==> src/rtl/chba_regs.svh <==
// constants of the display-controller host bus adapter
// assumes a 200 MHz adapter clock; all times convert to whole cycles
`ifndef CHBA_REGS_SVH
`define CHBA_REGS_SVH

`define CHBA_CLK_MHZ         200
`define CHBA_SEG_ADDR_BITS   7
`define CHBA_LIN_ADDR_BITS   8
`define CHBA_BR_HOLD_NS      20
// least time: round up
`define CHBA_BR_HOLD_CYC     ((`CHBA_BR_HOLD_NS * `CHBA_CLK_MHZ + 999) / 1000)
`define CHBA_WAIT_NS         125
`define CHBA_WAIT_CYC        ((`CHBA_WAIT_NS * `CHBA_CLK_MHZ + 999) / 1000)
`define CHBA_SYNC_RESET_VAL  1'b1

`endif

==> src/rtl/chba_pkg.sv <==
// types of the display-controller host bus adapter
// pin groups are carried as packed structs
package chba_pkg;

    typedef enum logic [1:0] {
        CHBA_HOST_MUX   = 2'b01,
        CHBA_HOST_DEMUX = 2'b10
    } chba_host_t;

    // asynchronous pins, all sampled through the synchroniser
    typedef struct packed {
        logic       crtc_bus_request_n;
        logic       host_bus_grant_n;
        logic       host_addr_strobe_n;
        logic       preempt_req;
        logic       crtc_addr_strobe_n;
        logic       crtc_data_strobe_n;
        logic       crtc_write;
        logic       host_rd_n;
        logic       host_cs_n;
        logic       irq_ack_cycle_n;
        logic       chain_enable_in;
        logic       high_byte_strobe_n;
        logic       low_byte_strobe_n;
        logic [7:0] ad_low;
    } chba_pins_t;

    // a pin driven only while its enable is high
    typedef struct packed {
        logic value;
        logic oe;
    } chba_drive_t;

endpackage

==> src/rtl/chba_adapter.sv <==
// host bus adapter between the display controller and a multiplexed
// or a demultiplexed host bus; arbitration flops emulated synchronously
// assumes all pin inputs are asynchronous and pass the 3-stage filter
`timescale 1ns/1ps
`include "chba_regs.svh"

// Behaviour
// - linear configuration bit set gives full 24-bit addressing
// - demultiplexed host: address strobe held low when controller not owner
// - as master on a demultiplexed host the controller drives both byte strobes together
// - controller bus requests are ignored while display enable is low
// - vector output in acknowledge cycles when no-vector bit is 0 and the chain enable input is high, during the slave data strobe
module chba_adapter
    import chba_pkg::*;
#(
    parameter int BR_HOLD_CYC = `CHBA_BR_HOLD_CYC,
    parameter int WAIT_CYC    = `CHBA_WAIT_CYC
) (
    // clock and reset
    input  wire logic        mclk_i,
    input  wire logic        reset_i,
    // configuration
    input  wire chba_host_t  host_kind_i,
    input  wire logic        linear_mode_i,
    input  wire logic        vector_suppress_i,
    input  wire logic        display_enable_i,
    // asynchronous pins
    input  wire chba_pins_t  pins_i,
    input  wire logic        host_wr_n_i,
    input  wire logic        ale_i,
    input  wire logic        xfer_direction_i,
    // upper address
    output logic [7:0]       upper_addr_o,
    output logic             upper_addr_oe_o,
    // translated controller strobes
    output chba_drive_t      data_strobe_n_o,
    output chba_drive_t      addr_strobe_n_o,
    output chba_drive_t      write_not_read_o,
    output chba_drive_t      mem_io_o,
    output chba_drive_t      high_byte_strobe_n_o,
    output chba_drive_t      low_byte_strobe_n_o,
    // arbitration
    output logic             hold_o,
    output chba_drive_t      host_bus_request_n_o,
    output logic             grant_confirm_n_o,
    output logic             bus_ack_in_n_o,
    output logic             bus_owner_o,
    // slave timing, data path, interrupt vector
    output logic             wait_o,
    output logic             xcvr_en_o,
    output logic             vector_en_o
);

    localparam int PW = $bits(chba_pins_t) + 3;

    // three-stage filter: a change counts once stages two and three agree
    logic [PW-1:0] s1_reg, s2_reg, s3_reg, filt_reg;
    wire  [PW-1:0] raw = {pins_i, host_wr_n_i, ale_i, xfer_direction_i};

    always_ff @(posedge mclk_i) begin
        // stages reset to the idle level, else a false strobe edge follows reset
        s1_reg   <= reset_i ? {PW{`CHBA_SYNC_RESET_VAL}} : raw;
        s2_reg   <= reset_i ? {PW{`CHBA_SYNC_RESET_VAL}} : s1_reg;
        s3_reg   <= reset_i ? {PW{`CHBA_SYNC_RESET_VAL}} : s2_reg;
        filt_reg <= reset_i ? {PW{`CHBA_SYNC_RESET_VAL}} :
                    ((s2_reg & s3_reg) | (filt_reg & (s2_reg | s3_reg)));
    end

    chba_pins_t p;
    logic       wr_n_f, ale_f, dtr_f;
    assign {p, wr_n_f, ale_f, dtr_f} = filt_reg;

    logic       cas_prev_reg, hrd_prev_reg;
    logic       request_flop_reg, grant_flop_reg, owner_reg;
    logic [7:0] upper_reg;
    logic [$clog2(BR_HOLD_CYC+1)-1:0] br_hold_reg;
    logic [$clog2(WAIT_CYC+1)-1:0]    wait_reg;

    wire is_mux   = (host_kind_i == CHBA_HOST_MUX);
    wire is_demux = (host_kind_i == CHBA_HOST_DEMUX);

    // a request counts only once the display is running
    wire crtc_req      = ~p.crtc_bus_request_n & display_enable_i;
    wire grant_take    = ~p.host_bus_grant_n & p.host_addr_strobe_n
                         & request_flop_reg & grant_flop_reg;
    wire grant_release = ~crtc_req | p.preempt_req;
    wire ack_low       = ~grant_flop_reg;

    // upper address capture on the strobe's trailing edge
    wire cas_rise   = p.crtc_addr_strobe_n & ~cas_prev_reg;
    wire addr_load  = cas_rise & owner_reg & ~p.crtc_write;
    wire [7:0] amask = linear_mode_i ? 8'hff : 8'h7f;

    wire slave_ds_mux   = host_rd_n_f_and(p.host_rd_n, wr_n_f);
    wire slave_ds_demux = p.high_byte_strobe_n | p.low_byte_strobe_n;
    wire slave_ds_n     = is_mux ? slave_ds_mux : slave_ds_demux;
    wire rd_fall        = ~p.host_rd_n & hrd_prev_reg & ~p.host_cs_n & is_mux;

    function automatic logic host_rd_n_f_and(input logic rd_n, input logic wrn);
        host_rd_n_f_and = rd_n & wrn;
    endfunction

    always_ff @(posedge mclk_i) begin
        if (reset_i) begin
            request_flop_reg <= 1'b0;
            grant_flop_reg   <= 1'b1;
            owner_reg        <= 1'b0;
            cas_prev_reg     <= 1'b1;
            hrd_prev_reg     <= 1'b1;
            upper_reg        <= 8'h00;
            br_hold_reg      <= '0;
            wait_reg         <= '0;
        end else begin
            cas_prev_reg <= p.crtc_addr_strobe_n;
            hrd_prev_reg <= p.host_rd_n;
            if (grant_take) begin
                grant_flop_reg   <= 1'b0;
                request_flop_reg <= 1'b0;
            end else if (grant_release) begin
                grant_flop_reg   <= 1'b1;
                request_flop_reg <= crtc_req & ~owner_reg & ~p.preempt_req;
            end else if (grant_flop_reg && !owner_reg) begin
                request_flop_reg <= crtc_req;
            end
            if (!crtc_req)
                owner_reg <= 1'b0;
            else if (ack_low)
                owner_reg <= 1'b1;
            if (grant_take)
                br_hold_reg <= ($clog2(BR_HOLD_CYC+1))'(BR_HOLD_CYC);
            else if (br_hold_reg != '0)
                br_hold_reg <= br_hold_reg - 1'b1;
            if (rd_fall)
                wait_reg <= ($clog2(WAIT_CYC+1))'(WAIT_CYC);
            else if (wait_reg != '0)
                wait_reg <= wait_reg - 1'b1;
            if (addr_load)
                upper_reg <= p.ad_low & amask;
        end
    end

    wire host_owns = ~owner_reg;

    assign upper_addr_o    = upper_reg;
    assign upper_addr_oe_o = owner_reg;

    assign data_strobe_n_o  = '{value: slave_ds_n, oe: host_owns};
    // demux slave keeps the strobe low so the select latches stay open
    assign addr_strobe_n_o  = '{value: is_mux ? ~ale_f : 1'b0,
                                oe: host_owns};
    assign write_not_read_o = '{value: ~dtr_f, oe: host_owns & is_mux};
    assign mem_io_o         = '{value: 1'b1, oe: owner_reg & is_mux};
    assign high_byte_strobe_n_o = '{value: p.crtc_data_strobe_n,
                                    oe: owner_reg & is_demux};
    assign low_byte_strobe_n_o  = '{value: p.crtc_data_strobe_n,
                                    oe: owner_reg & is_demux};

    assign hold_o               = crtc_req & is_mux;
    wire   br_low               = request_flop_reg | (br_hold_reg != '0);
    assign host_bus_request_n_o = '{value: 1'b0, oe: br_low & is_demux};
    assign grant_confirm_n_o    = grant_flop_reg;
    assign bus_ack_in_n_o       = grant_flop_reg;
    assign bus_owner_o          = owner_reg;
    assign wait_o               = (wait_reg != '0);
    // turned off as soon as the read strobe rises, ahead of next address
    assign xcvr_en_o   = owner_reg & ~p.crtc_data_strobe_n & ~p.crtc_write;
    assign vector_en_o = ~vector_suppress_i & ~p.irq_ack_cycle_n
                         & p.chain_enable_in & ~slave_ds_n;

    a_grant_take_ack: assert property (@(posedge mclk_i) disable iff (reset_i)
        grant_take |=> !grant_confirm_n_o && !bus_ack_in_n_o)
        else $error("grant not acknowledged");
    a_grant_drops_req: assert property (@(posedge mclk_i) disable iff (reset_i)
        grant_take |=> !request_flop_reg)
        else $error("request flop not cleared");
    a_br_hold_time: assert property (@(posedge mclk_i) disable iff (reset_i)
        grant_take && is_demux |=> host_bus_request_n_o.oe [*4])
        else $error("host request released too early");
    a_ack_until_rel: assert property (@(posedge mclk_i) disable iff (reset_i)
        !grant_confirm_n_o && crtc_req && !p.preempt_req |=> !grant_confirm_n_o)
        else $error("acknowledge dropped early");
    a_owner_release: assert property (@(posedge mclk_i) disable iff (reset_i)
        !crtc_req |=> !bus_owner_o)
        else $error("ownership kept after release");
    a_addr_oe_owner: assert property (@(posedge mclk_i) disable iff (reset_i)
        upper_addr_oe_o |-> $past(crtc_req))
        else $error("upper address driven without ownership");
    a_addr_load_cond: assert property (@(posedge mclk_i) disable iff (reset_i)
        $changed(upper_addr_o) |-> $past(owner_reg && !p.crtc_write && cas_rise))
        else $error("upper address loaded outside update cycle");
    a_seg_mask: assert property (@(posedge mclk_i) disable iff (reset_i)
        addr_load && !linear_mode_i |=> !upper_addr_o[7])
        else $error("segmented capture kept bit 7");
    a_drv_exclusive: assert property (@(posedge mclk_i) disable iff (reset_i)
        !(data_strobe_n_o.oe && high_byte_strobe_n_o.oe))
        else $error("strobe drivers overlap");
    a_wait_len: assert property (@(posedge mclk_i) disable iff (reset_i)
        rd_fall |=> wait_o [*8])
        else $error("wait state too short");
    c_grant: cover property (@(posedge mclk_i) disable iff (reset_i) grant_take);
    c_preempt: cover property (@(posedge mclk_i) disable iff (reset_i)
        bus_owner_o && p.preempt_req);
    c_vector: cover property (@(posedge mclk_i) disable iff (reset_i) vector_en_o);

endmodule

==> config.mk <==
export PLATFORM = sky130hd
export DESIGN_NAME = chba_adapter
export DESIGN_NICKNAME = d
export VERILOG_FILES = /design/src/rtl/chba_pkg.sv /design/src/rtl/chba_adapter.sv
export VERILOG_INCLUDE_DIRS = /design/src /design/src/rtl
export SDC_FILE = /design/constraint.sdc
export NUM_CORES = 1
export LEC_CHECK = 0
export BUFFER_PORTS_ARGS = -buffer_cell sky130_fd_sc_hd__buf_4
export CAP_MARGIN = 10
export CORE_AREA = 8 8 133 135
export CTS_CLUSTER_SIZE = 16
export DETAILED_ROUTE_END_ITERATION = 10
export DIE_AREA = 0 0 141 143
export PLACE_DENSITY = 0.44
export SYNTH_ARGS = -nofsm -noshare
export SYNTH_HDL_FRONTEND = slang
export SYNTH_SLANG_ARGS = --single-unit
==> constraint.sdc <==
create_clock -name mclk_i -period 3.82 [get_ports mclk_i]
set_clock_uncertainty 0.1 [all_clocks]
set_input_delay 0.191 -clock mclk_i [delete_from_list [all_inputs] [get_ports mclk_i]]
set_output_delay 0.191 -clock mclk_i [all_outputs]
set_load 0.02 [all_outputs]
==> results of run 1 <==
layer usage:
metal / global-route usage [%] / share of wire, %
met4: 5.43 / 2.4
met1: 8.74 / 46
met3: 3.21 / 5.4
met2: 11.9 / 46
met5: 0 / 0
worst paths after layout:
path | start | endpoint | cells past startpoint
worst max-delay path | br_hold_reg[0]$_SDFFE_PP0P_ | host_bus_request_n_o[0] | 6
worst min-delay path | display_enable_i | request_flop_reg$_SDFFE_PP0P_ | 3
worst min register to register | s1_reg[23]$_SDFF_PP1_ | s2_reg[23]$_SDFF_PP1_ | 1
worst max register to register | bus_owner_o$_SDFFE_PP0N_ | upper_addr_o[3]$_SDFFE_PP0P_ | 3
metrics by stage:
step | cell area (sq um) | setup WS, ns
2_1_floorplan | 3830 | 2.07
4_1_cts | 5320 | 1.67
3_3_place_gp | 4420 | 2.07
6_report | 5320 | 1.71
5_1_grt | 5320 | 1.55
3_5_place_dp | 4420 | 1.97
cell usage in the layout, fill, tap and decap left out:
cell type / netlist / final
a2111oi_2: 1 / 1
a211o_1: 1 / 1
a21o_1: 1 / 1
a21oi_1: 29 / 29
a31oi_1: 1 / 1
buf_4: 10 / 58
bufinv_16: 0 / 5
clkbuf_1: 13 / 2
clkbuf_16: 0 / 17
clkbuf_8: 0 / 3
clkinv_2: 0 / 5
conb_1: 2 / 2
dfxtp_1: 117 / 117
dlygate4sd3_1: 0 / 25
ha_1: 4 / 4
inv_1: 8 / 8
inv_2: 1 / 1
mux2i_1: 9 / 9
nand2_1: 3 / 3
nand2b_1: 5 / 5
nand3_1: 1 / 1
nand4b_1: 1 / 1
nor2_1: 42 / 42
nor2b_1: 2 / 2
nor3_1: 3 / 3
nor3b_1: 2 / 2
nor4_1: 1 / 1
nor4b_1: 2 / 2
nor4bb_4: 0 / 1
o21bai_1: 24 / 24
o31ai_1: 1 / 1
or2_1: 20 / 20
or2_2: 54 / 54
or3_1: 1 / 1
or4b_1: 2 / 2
xnor2_1: 1 / 1
xor2_1: 2 / 2
cells in the mapped netlist, drive strengths merged, types with 2 or more instances:
cell type	n	share of area [%]
or2	74	12
xor2	2	0.46
nand2b	5	0.82
or4b	2	0.52
ha	4	1.3
mux2i	9	2.3
inv	9	0.88
nor2	42	4.1
nor3b	2	0.39
nor4b	2	0.46
conb	2	0.20
nor2b	2	0.33
nor3	3	0.39
buf	12	2.2
clkbuf	13	1.3
dfxtp	117	61
nand2	3	0.29
o21bai	24	4.7
a21oi	29	3.8
cell type report:
class / count / share of cell area [%]
flip-flops and latches: 117 / 44.0
multi-input cells: 216 / 25.2
repair buffers: 83 / 12.9
clock buffers: 22 / 8.91
well taps: 216 / 5.08
clock inverters: 10 / 3.29
inverters: 9 / 0.635
logic make-up after synthesis:
group	after synthesis
other	2
buffers and inverters	34
flip-flops	117
AND/OR/NAND/NOR	140
multiplexers	9
adder cells (fa/ha/maj)	4
XOR/XNOR	3
AO/OA/AOI/OAI	58
tightest hold or removal path, cell delays in order:
cell      delay (ns)
buf_4           0.11
nand2b_1        0.17
nor4_1          0.08
timing repair:
item                                    CTS  global route
gates resized for setup                   0             0
hold endpoints to repair                 25             0
endpoints found under the setup margin    0             0
hold buffers                             25             0
power by group:
part / switching, mW / leakage, nW / internal (mW)
Clock: 0.516 / 0.324 / 1.20
Sequential: 0.0307 / 0.960 / 1.28
Combinational: 0.143 / 0.882 / 0.150
Total: 0.690 / 2.17 / 2.63
==> results_dict.tcl, run 1 <==
set metrics [dict create \
    finalCritPeriodShare_pct 55.2 \
    grtUsageTotal_pct 7.79 \
    drtAntennaViolNets 0 \
    rsz0062_at_grt "false" \
    first_global_vias 2555 \
    synth_top_family_by_area "simple AND/OR/NAND/NOR gates" \
    synthToLayoutAreaGrowth_pct 38.8 \
    post-cts-setup-buffers 0 \
    clkTransAtPathRegs_ns 0.05 \
    place_congestion 0.652 \
    cts_tree "built" \
    tns_ns 0 \
    start_util_pct 24.6 \
    cts_root_buffer "clkbuf_16" \
    die-area_sq_mm 0.0202 \
    dr.pass1.iters 4 \
    nFillCells 1599 \
    syn_inst 367 \
    synthXorXnorAreaFrac_pct 0.685 \
    endpoint_kind "output pin" \
    die_y_microns 143 \
    crit_path_frequent_cell "ha_1" \
    totalPowerFinal_mw 3.32 \
    antenna_found_initial 0 \
    fmax_mhz 474 \
    clockBufferDepth 2 \
    synthAdderAreaFrac_pct 1.31 \
    min_path_type "primary input to register" \
    clock_latency_ns 0.41 \
    synth_edf_count 0 \
    core_region_area_sq_mm 0.0156 \
    synth_simple_gate_area_share_pct 20.3 \
    ir_drop_mv 0.314 \
    fin_hold_ws_ns 0.100 \
    die_x_microns 141 \
    diodes 0 \
    seq_area_frac_synth_pct 61.1 \
    seq_area_sq_mm 0.00234 \
    setup_viol 0 \
    grt_pass1_wl_mm 12.2 \
    path_delay_family "adder cells" \
    portBuffers 58 \
    tightest_slew_ns 0.974 \
    dp_cells 616 \
    cellLeakagePower_nw 2.17 \
    viasPerCell 3.79 \
    cts_buffers 17 \
    synth.area.mux_share_pct 2.35 \
    totalWireLength_mm 7.21 \
    cp_slowest_cell "dfxtp_1" \
    crit_arrival_ns 1.82 \
    synth_compound_area_share_pct 9.66 \
    slew_headroom_pct 35.1 \
    period_needed_ns 2.11 \
    synth-main-ff-cell "dfxtp_1" \
    yosysWarnings 0 \
    slowest_delay_ns 0.34 \
    drt_iter0_markers 113 \
    final_nets 479 \
    io_pins 61 \
    synth_seq_cells 117 \
    num_rows 46 \
    path_buf_inv 2 \
    drive_above_1_share_pct 31.7 \
    yosys.cell_types.count 33 \
    path_max_fanout 5 \
    power.density_mw_per_mm2 625 \
    vias 2552 \
    post-route-util_pct 34.1 \
    path_cells "inv_1, ha_1, ha_1, nor2b_1, nor3b_1, buf_4" \
    overflow 0 \
    startpoint_type "register" \
    slew_viol_final 0 \
    drv_cap 0 \
    dp_hpwl_mm 4.77 \
    wl_per_cell_microns 10.7 \
    status "completed" \
    syn_area_per_cell_sq_um 10.4 \
    synth_area_sq_mm 0.00383 \
    grt_max_degree 116 \
    clock_sinks 117 \
    finalHoldViolCount 0 \
    fin_cells 673 \
    required_ns 3.53 \
    regToRegSetupSlack_ns 2.02 \
    drc 0 \
    timing_worst_setup_path_type "register to output pin" \
    synth_fp_nets 402 \
    cts_max_level 4 \
    async_flop_share_pct 0 \
    multi_input_area_sq_mm 0.00134 \
]
(Power assumes the default switching activity.)
==> run 2, diff against run 1 <==
==> constraint.sdc (replaced) <==
create_clock -name mclk_i -period 2.05 [get_ports mclk_i]
set_clock_uncertainty 0.1 [all_clocks]
set_input_delay 0.1025 -clock mclk_i [delete_from_list [all_inputs] [get_ports mclk_i]]
set_output_delay 0.1025 -clock mclk_i [all_outputs]
set_load 0.02 [all_outputs]
==> results_dict.tcl, run 2 (same netlist as run 1, synthesis figures left out) <==
set metrics [dict create \
    slew_viol_final 0 \
    die_y_microns 143 \
    overflow 0 \
    totalWireLength_mm 7.26 \
    drive_above_1_share_pct 32.3 \
    stdcell_area_sq_mm 0.00530 \
    drtAntennaViolNets 0 \
    first_global_vias 2495 \
    drv_cap 0 \
    crit_arrival_ns 1.71 \
    regToRegSetupSlack_ns 0.39 \
    drc 0 \
    startpoint_type "register" \
    period_needed_ns 1.91 \
    multi_input_area_sq_mm 0.00136 \
    start_util_pct 24.6 \
    final_nets 486 \
    totalPowerFinal_mw 5.76 \
    io_pins 61 \
    seq_area_sq_mm 0.00234 \
    reg2reg_depth 4 \
    cts_tree "built" \
    antenna_found_initial 0 \
    rsz0062_at_grt "false" \
    dr.pass1.iters 4 \
    final_common_cell "dfxtp_1" \
    top_layer "met4" \
    place_area_sq_mm 0.00447 \
    fmax_mhz 523 \
    crit_start "br_hold_reg[0]$_SDFFE_PP0P_" \
    min_path_cells 2 \
    nFillCells 1583 \
    grt_pass1_wl_mm 12.0 \
    num_rows 46 \
    clock_latency_ns 0.40 \
    layout_common_cells "dfxtp_1, buf_4, or2_2, nor2_1, a21oi_1" \
    portBuffers 58 \
    timing_worst_setup_path_type "register to output pin" \
    ir_drop_mv 0.606 \
    tns_ns 0 \
    cts_max_level 4 \
    grtUsageTotal_pct 7.72 \
    endpoint_kind "output pin" \
    hold_start "reset_i" \
    dp_hpwl_mm 5.01 \
    path_max_fanout 5 \
    slew_headroom_pct 59.5 \
    setup_viol 0 \
    die-area_sq_mm 0.0202 \
    power.density_mw_per_mm2 1090 \
    cts_root_buffer "clkbuf_16" \
    clockBufferDepth 2 \
    r2r_start "wait_reg[0]$_SDFFE_PP0P_" \
    synthToLayoutAreaGrowth_pct 38.2 \
    place_congestion 0.677 \
    finalHoldViolCount 0 \
    clkTransAtPathRegs_ns 0.05 \
    required_ns 1.85 \
    die_x_microns 141 \
    met3_length_microns 433 \
    dr_wl_met2_mm 3.31 \
    status "completed" \
    wl_per_cell_microns 10.7 \
    tightest_slew_ns 0.599 \
    finalCritPeriodShare_pct 93.3 \
    grt_max_degree 63 \
    cellLeakagePower_nw 2.15 \
    cts_buffers 17 \
    drt-met1-wl_mm 3.36 \
    min_path_type "primary input to register" \
    vias 2605 \
    clock_sinks 117 \
    viasPerCell 3.84 \
    core_region_area_sq_mm 0.0156 \
    diodes 0 \
    drt_iter0_markers 117 \
]
## run 2: timing repair
item	in CTS	in global routing
buffers inserted	0	0
resized for setup	0	3
setup endpoints to repair	0	2
hold endpoints to repair	27	0
hold buffers	26	0
## run 2: worst max-delay path: stages (launching register included)
cell	delay (ns)
dfxtp_1	0.34
inv_1	0.05
ha_1	0.23
ha_4	0.19
nor2b_1	0.14
nor3b_1	0.18
buf_4	0.17
## run 2: layout make-up
type,instances,share of cell area (%)
tap,216,5.10
timing repair buffer,90,14.0
sequential,117,44.2
multi-input combinational,216,25.6
inverter,9,0.638
clock inverter,4,0.850
clock buffer,26,9.61
## run 2: through the flow
stage               setup WS [ns]  std cells  util [%]  hold WS, ns
floorplan                   0.354        367         -       0.0996
global placement            0.366        622      28.6        0.186
detailed placement          0.313        622      28.6        0.184
CTS                        0.0310        678      33.9       0.0683
global route               0.0163        678      34.0       0.0918
finish                      0.137        678      34.0       0.0754
## run 2: worst paths after layout
kind	endpoint
max	host_bus_request_n_o[0]
max reg2reg	wait_reg[1]$_SDFFE_PP0P_
min reg2reg	s2_reg[4]$_SDFF_PP1_
min	upper_addr_o[6]$_SDFFE_PP0P_
## run 2: routing by layer
metal  up-vias  global-route usage [%]
met4         0                    4.58
met1      1188                    8.66
li1       1354                       -
met5         -                       0
met2        50                    11.6
met3        13                    3.91
## run 2: power breakdown
group          internal, mW  switching, mW
combinational         0.311          0.258
clock                  1.80          0.937
sequential             2.39         0.0577
==> run 3, diff against run 2 <==
--- a/config.mk
+++ b/config.mk
@@ -7,11 +7,12 @@
 export NUM_CORES = 1
 export LEC_CHECK = 0
 export BUFFER_PORTS_ARGS = -buffer_cell sky130_fd_sc_hd__buf_4
-export CAP_MARGIN = 10
+export CAP_MARGIN = 20
 export CORE_AREA = 8 8 133 135
 export CTS_CLUSTER_SIZE = 16
 export DETAILED_ROUTE_END_ITERATION = 10
 export DIE_AREA = 0 0 141 143
+export GPL_ROUTABILITY_DRIVEN = 0
 export PLACE_DENSITY = 0.44
 export SYNTH_ARGS = -nofsm -noshare
 export SYNTH_HDL_FRONTEND = slang
==> constraint.sdc (replaced) <==
create_clock -name mclk_i -period 2.05 [get_ports mclk_i]
set_clock_uncertainty 0.1 [all_clocks]
set_input_delay 0.205 -clock mclk_i [delete_from_list [all_inputs] [get_ports mclk_i]]
set_output_delay 0.205 -clock mclk_i [all_outputs]
set_load 0.02 [all_outputs]
==> results_dict.tcl, run 3 (same netlist as run 1, synthesis figures left out) <==
set metrics [dict create \
    endpoint_kind "output pin" \
    power.density_mw_per_mm2 1160 \
    vias 2581 \
    cts_root_buffer "clkbuf_16" \
    grt_pass1_wl_mm 12.5 \
    cellLeakagePower_nw 2.18 \
    grt_max_degree 63 \
    viasPerCell 3.82 \
    clock_sinks 117 \
    slowest_delay_ns 0.47 \
    worst_slack_ns 0.103 \
    cts_buffers 17 \
    fmax_mhz 513 \
    path_max_fanout 4 \
    setup_viol 0 \
    cts_max_level 4 \
    die-area_sq_mm 0.0202 \
    die_y_microns 143 \
    num_rows 46 \
    tns_ns 0 \
    required_ns 1.75 \
    reg2reg_depth 5 \
    layout_common_cells "dfxtp_1, buf_4, or2_2, nor2_1, a21oi_1" \
    overflow 0 \
    totalWireLength_mm 7.42 \
    cts_tree "built" \
    final_common_cell "dfxtp_1" \
    min_path_cells 3 \
    slew_viol_final 0 \
    die_x_microns 141 \
    start_util_pct 24.6 \
    finalCritPeriodShare_pct 95.0 \
    tightest_slew_ns 0.525 \
    status "completed" \
    portBuffers 58 \
    drive_above_1_share_pct 33.3 \
    fin_hold_ws_ns 0.121 \
    clock_latency_ns 0.40 \
    dp_hpwl_mm 4.96 \
    ir_drop_mv 0.513 \
    path_delay_family "simple AND/OR/NAND/NOR gates" \
    final_nets 483 \
    drc 0 \
    crit_arrival_ns 1.64 \
    wl_per_cell_microns 11.0 \
    slew_headroom_pct 64.5 \
    clockBufferDepth 2 \
    core_region_area_sq_mm 0.0156 \
    path_buf_inv 2 \
    synthToLayoutAreaGrowth_pct 40.3 \
    dr.pass1.iters 4 \
    antenna_found_initial 0 \
    stdcell_area_sq_mm 0.00538 \
    drt_iter0_markers 121 \
    path_depth 4 \
    cp_slowest_cell "or4b_4" \
    rsz0062_at_grt "false" \
    io_pins 61 \
    timing_worst_setup_path_type "register to output pin" \
    drtAntennaViolNets 0 \
    min_path_type "primary input to register" \
    drv_cap 0 \
    path_cells "inv_1, ha_2, or4b_4, buf_4" \
    post-route-util_pct 34.5 \
    startpoint_type "register" \
    diodes 0 \
    grtUsageTotal_pct 8.02 \
    period_needed_ns 1.95 \
    clkTransAtPathRegs_ns 0.05 \
    place_ws_ns 0.286 \
    place_area_sq_mm 0.00446 \
    first_global_vias 2698 \
    finalHoldViolCount 0 \
]
## run 3: stage by stage
step | instances | power [mW]
after floorplan | 367 | 2.85
after global placement | 619 | 2.96
after detailed placement | 619 | 3.00
after CTS | 675 | 6.30
after global routing | 676 | 6.52
final | 676 | 6.23
## run 3: final cells by class
class,count,area [sq um]
Fill cell,1595,10200
Sequential cell,117,2340
Tap cell,216,270
Multi-Input combinational cell,216,1370
Timing Repair Buffer,87,728
Inverter,9,33.8
Clock inverter,10,178
Clock buffer,21,460
## run 3: power by group
group	switching, mW	total [mW]	leakage (nW)	internal (mW)
sequential	0.0596	2.45	0.960	2.39
combinational	0.273	0.611	0.909	0.338
clock	0.972	3.17	0.313	2.20
## run 3: what timing repair did
item / CTS / global route
hold endpoints to repair: 25 / 0
setup endpoints to repair: 2 / 2
resized for setup: 4 / 2
hold buffers: 25 / 0
setup buffers: 0 / 1
## run 3: path summary, 6_finish.rpt
path,end,from,slack [ns]
worst min-delay path,bus_owner_o$_SDFFE_PP0N_,display_enable_i,0.12
worst max-delay path,wait_o,wait_reg[0]$_SDFFE_PP0P_,0.10
worst min register to register,s2_reg[4]$_SDFF_PP1_,s1_reg[4]$_SDFF_PP1_,0.30
worst max register to register,wait_reg[1]$_SDFFE_PP0P_,wait_reg[0]$_SDFFE_PP0P_,0.27
## run 3: worst register-to-register path, stage by stage (launching register included)
cell and delay (ns):
dfxtp_1 0.33, inv_1 0.07, ha_2 0.21, or4b_4 0.47, buf_4 0.17, a2111oi_2 0.34
## run 3: routing by layer
layer	GRT usage (%)	vias up	share of wire (%)
li1	-	1346	-
met1	9.07	1177	47
met2	12.5	45	46
met3	3.27	13	4.9
met4	4.92	0	2.2
met5	0	-	0
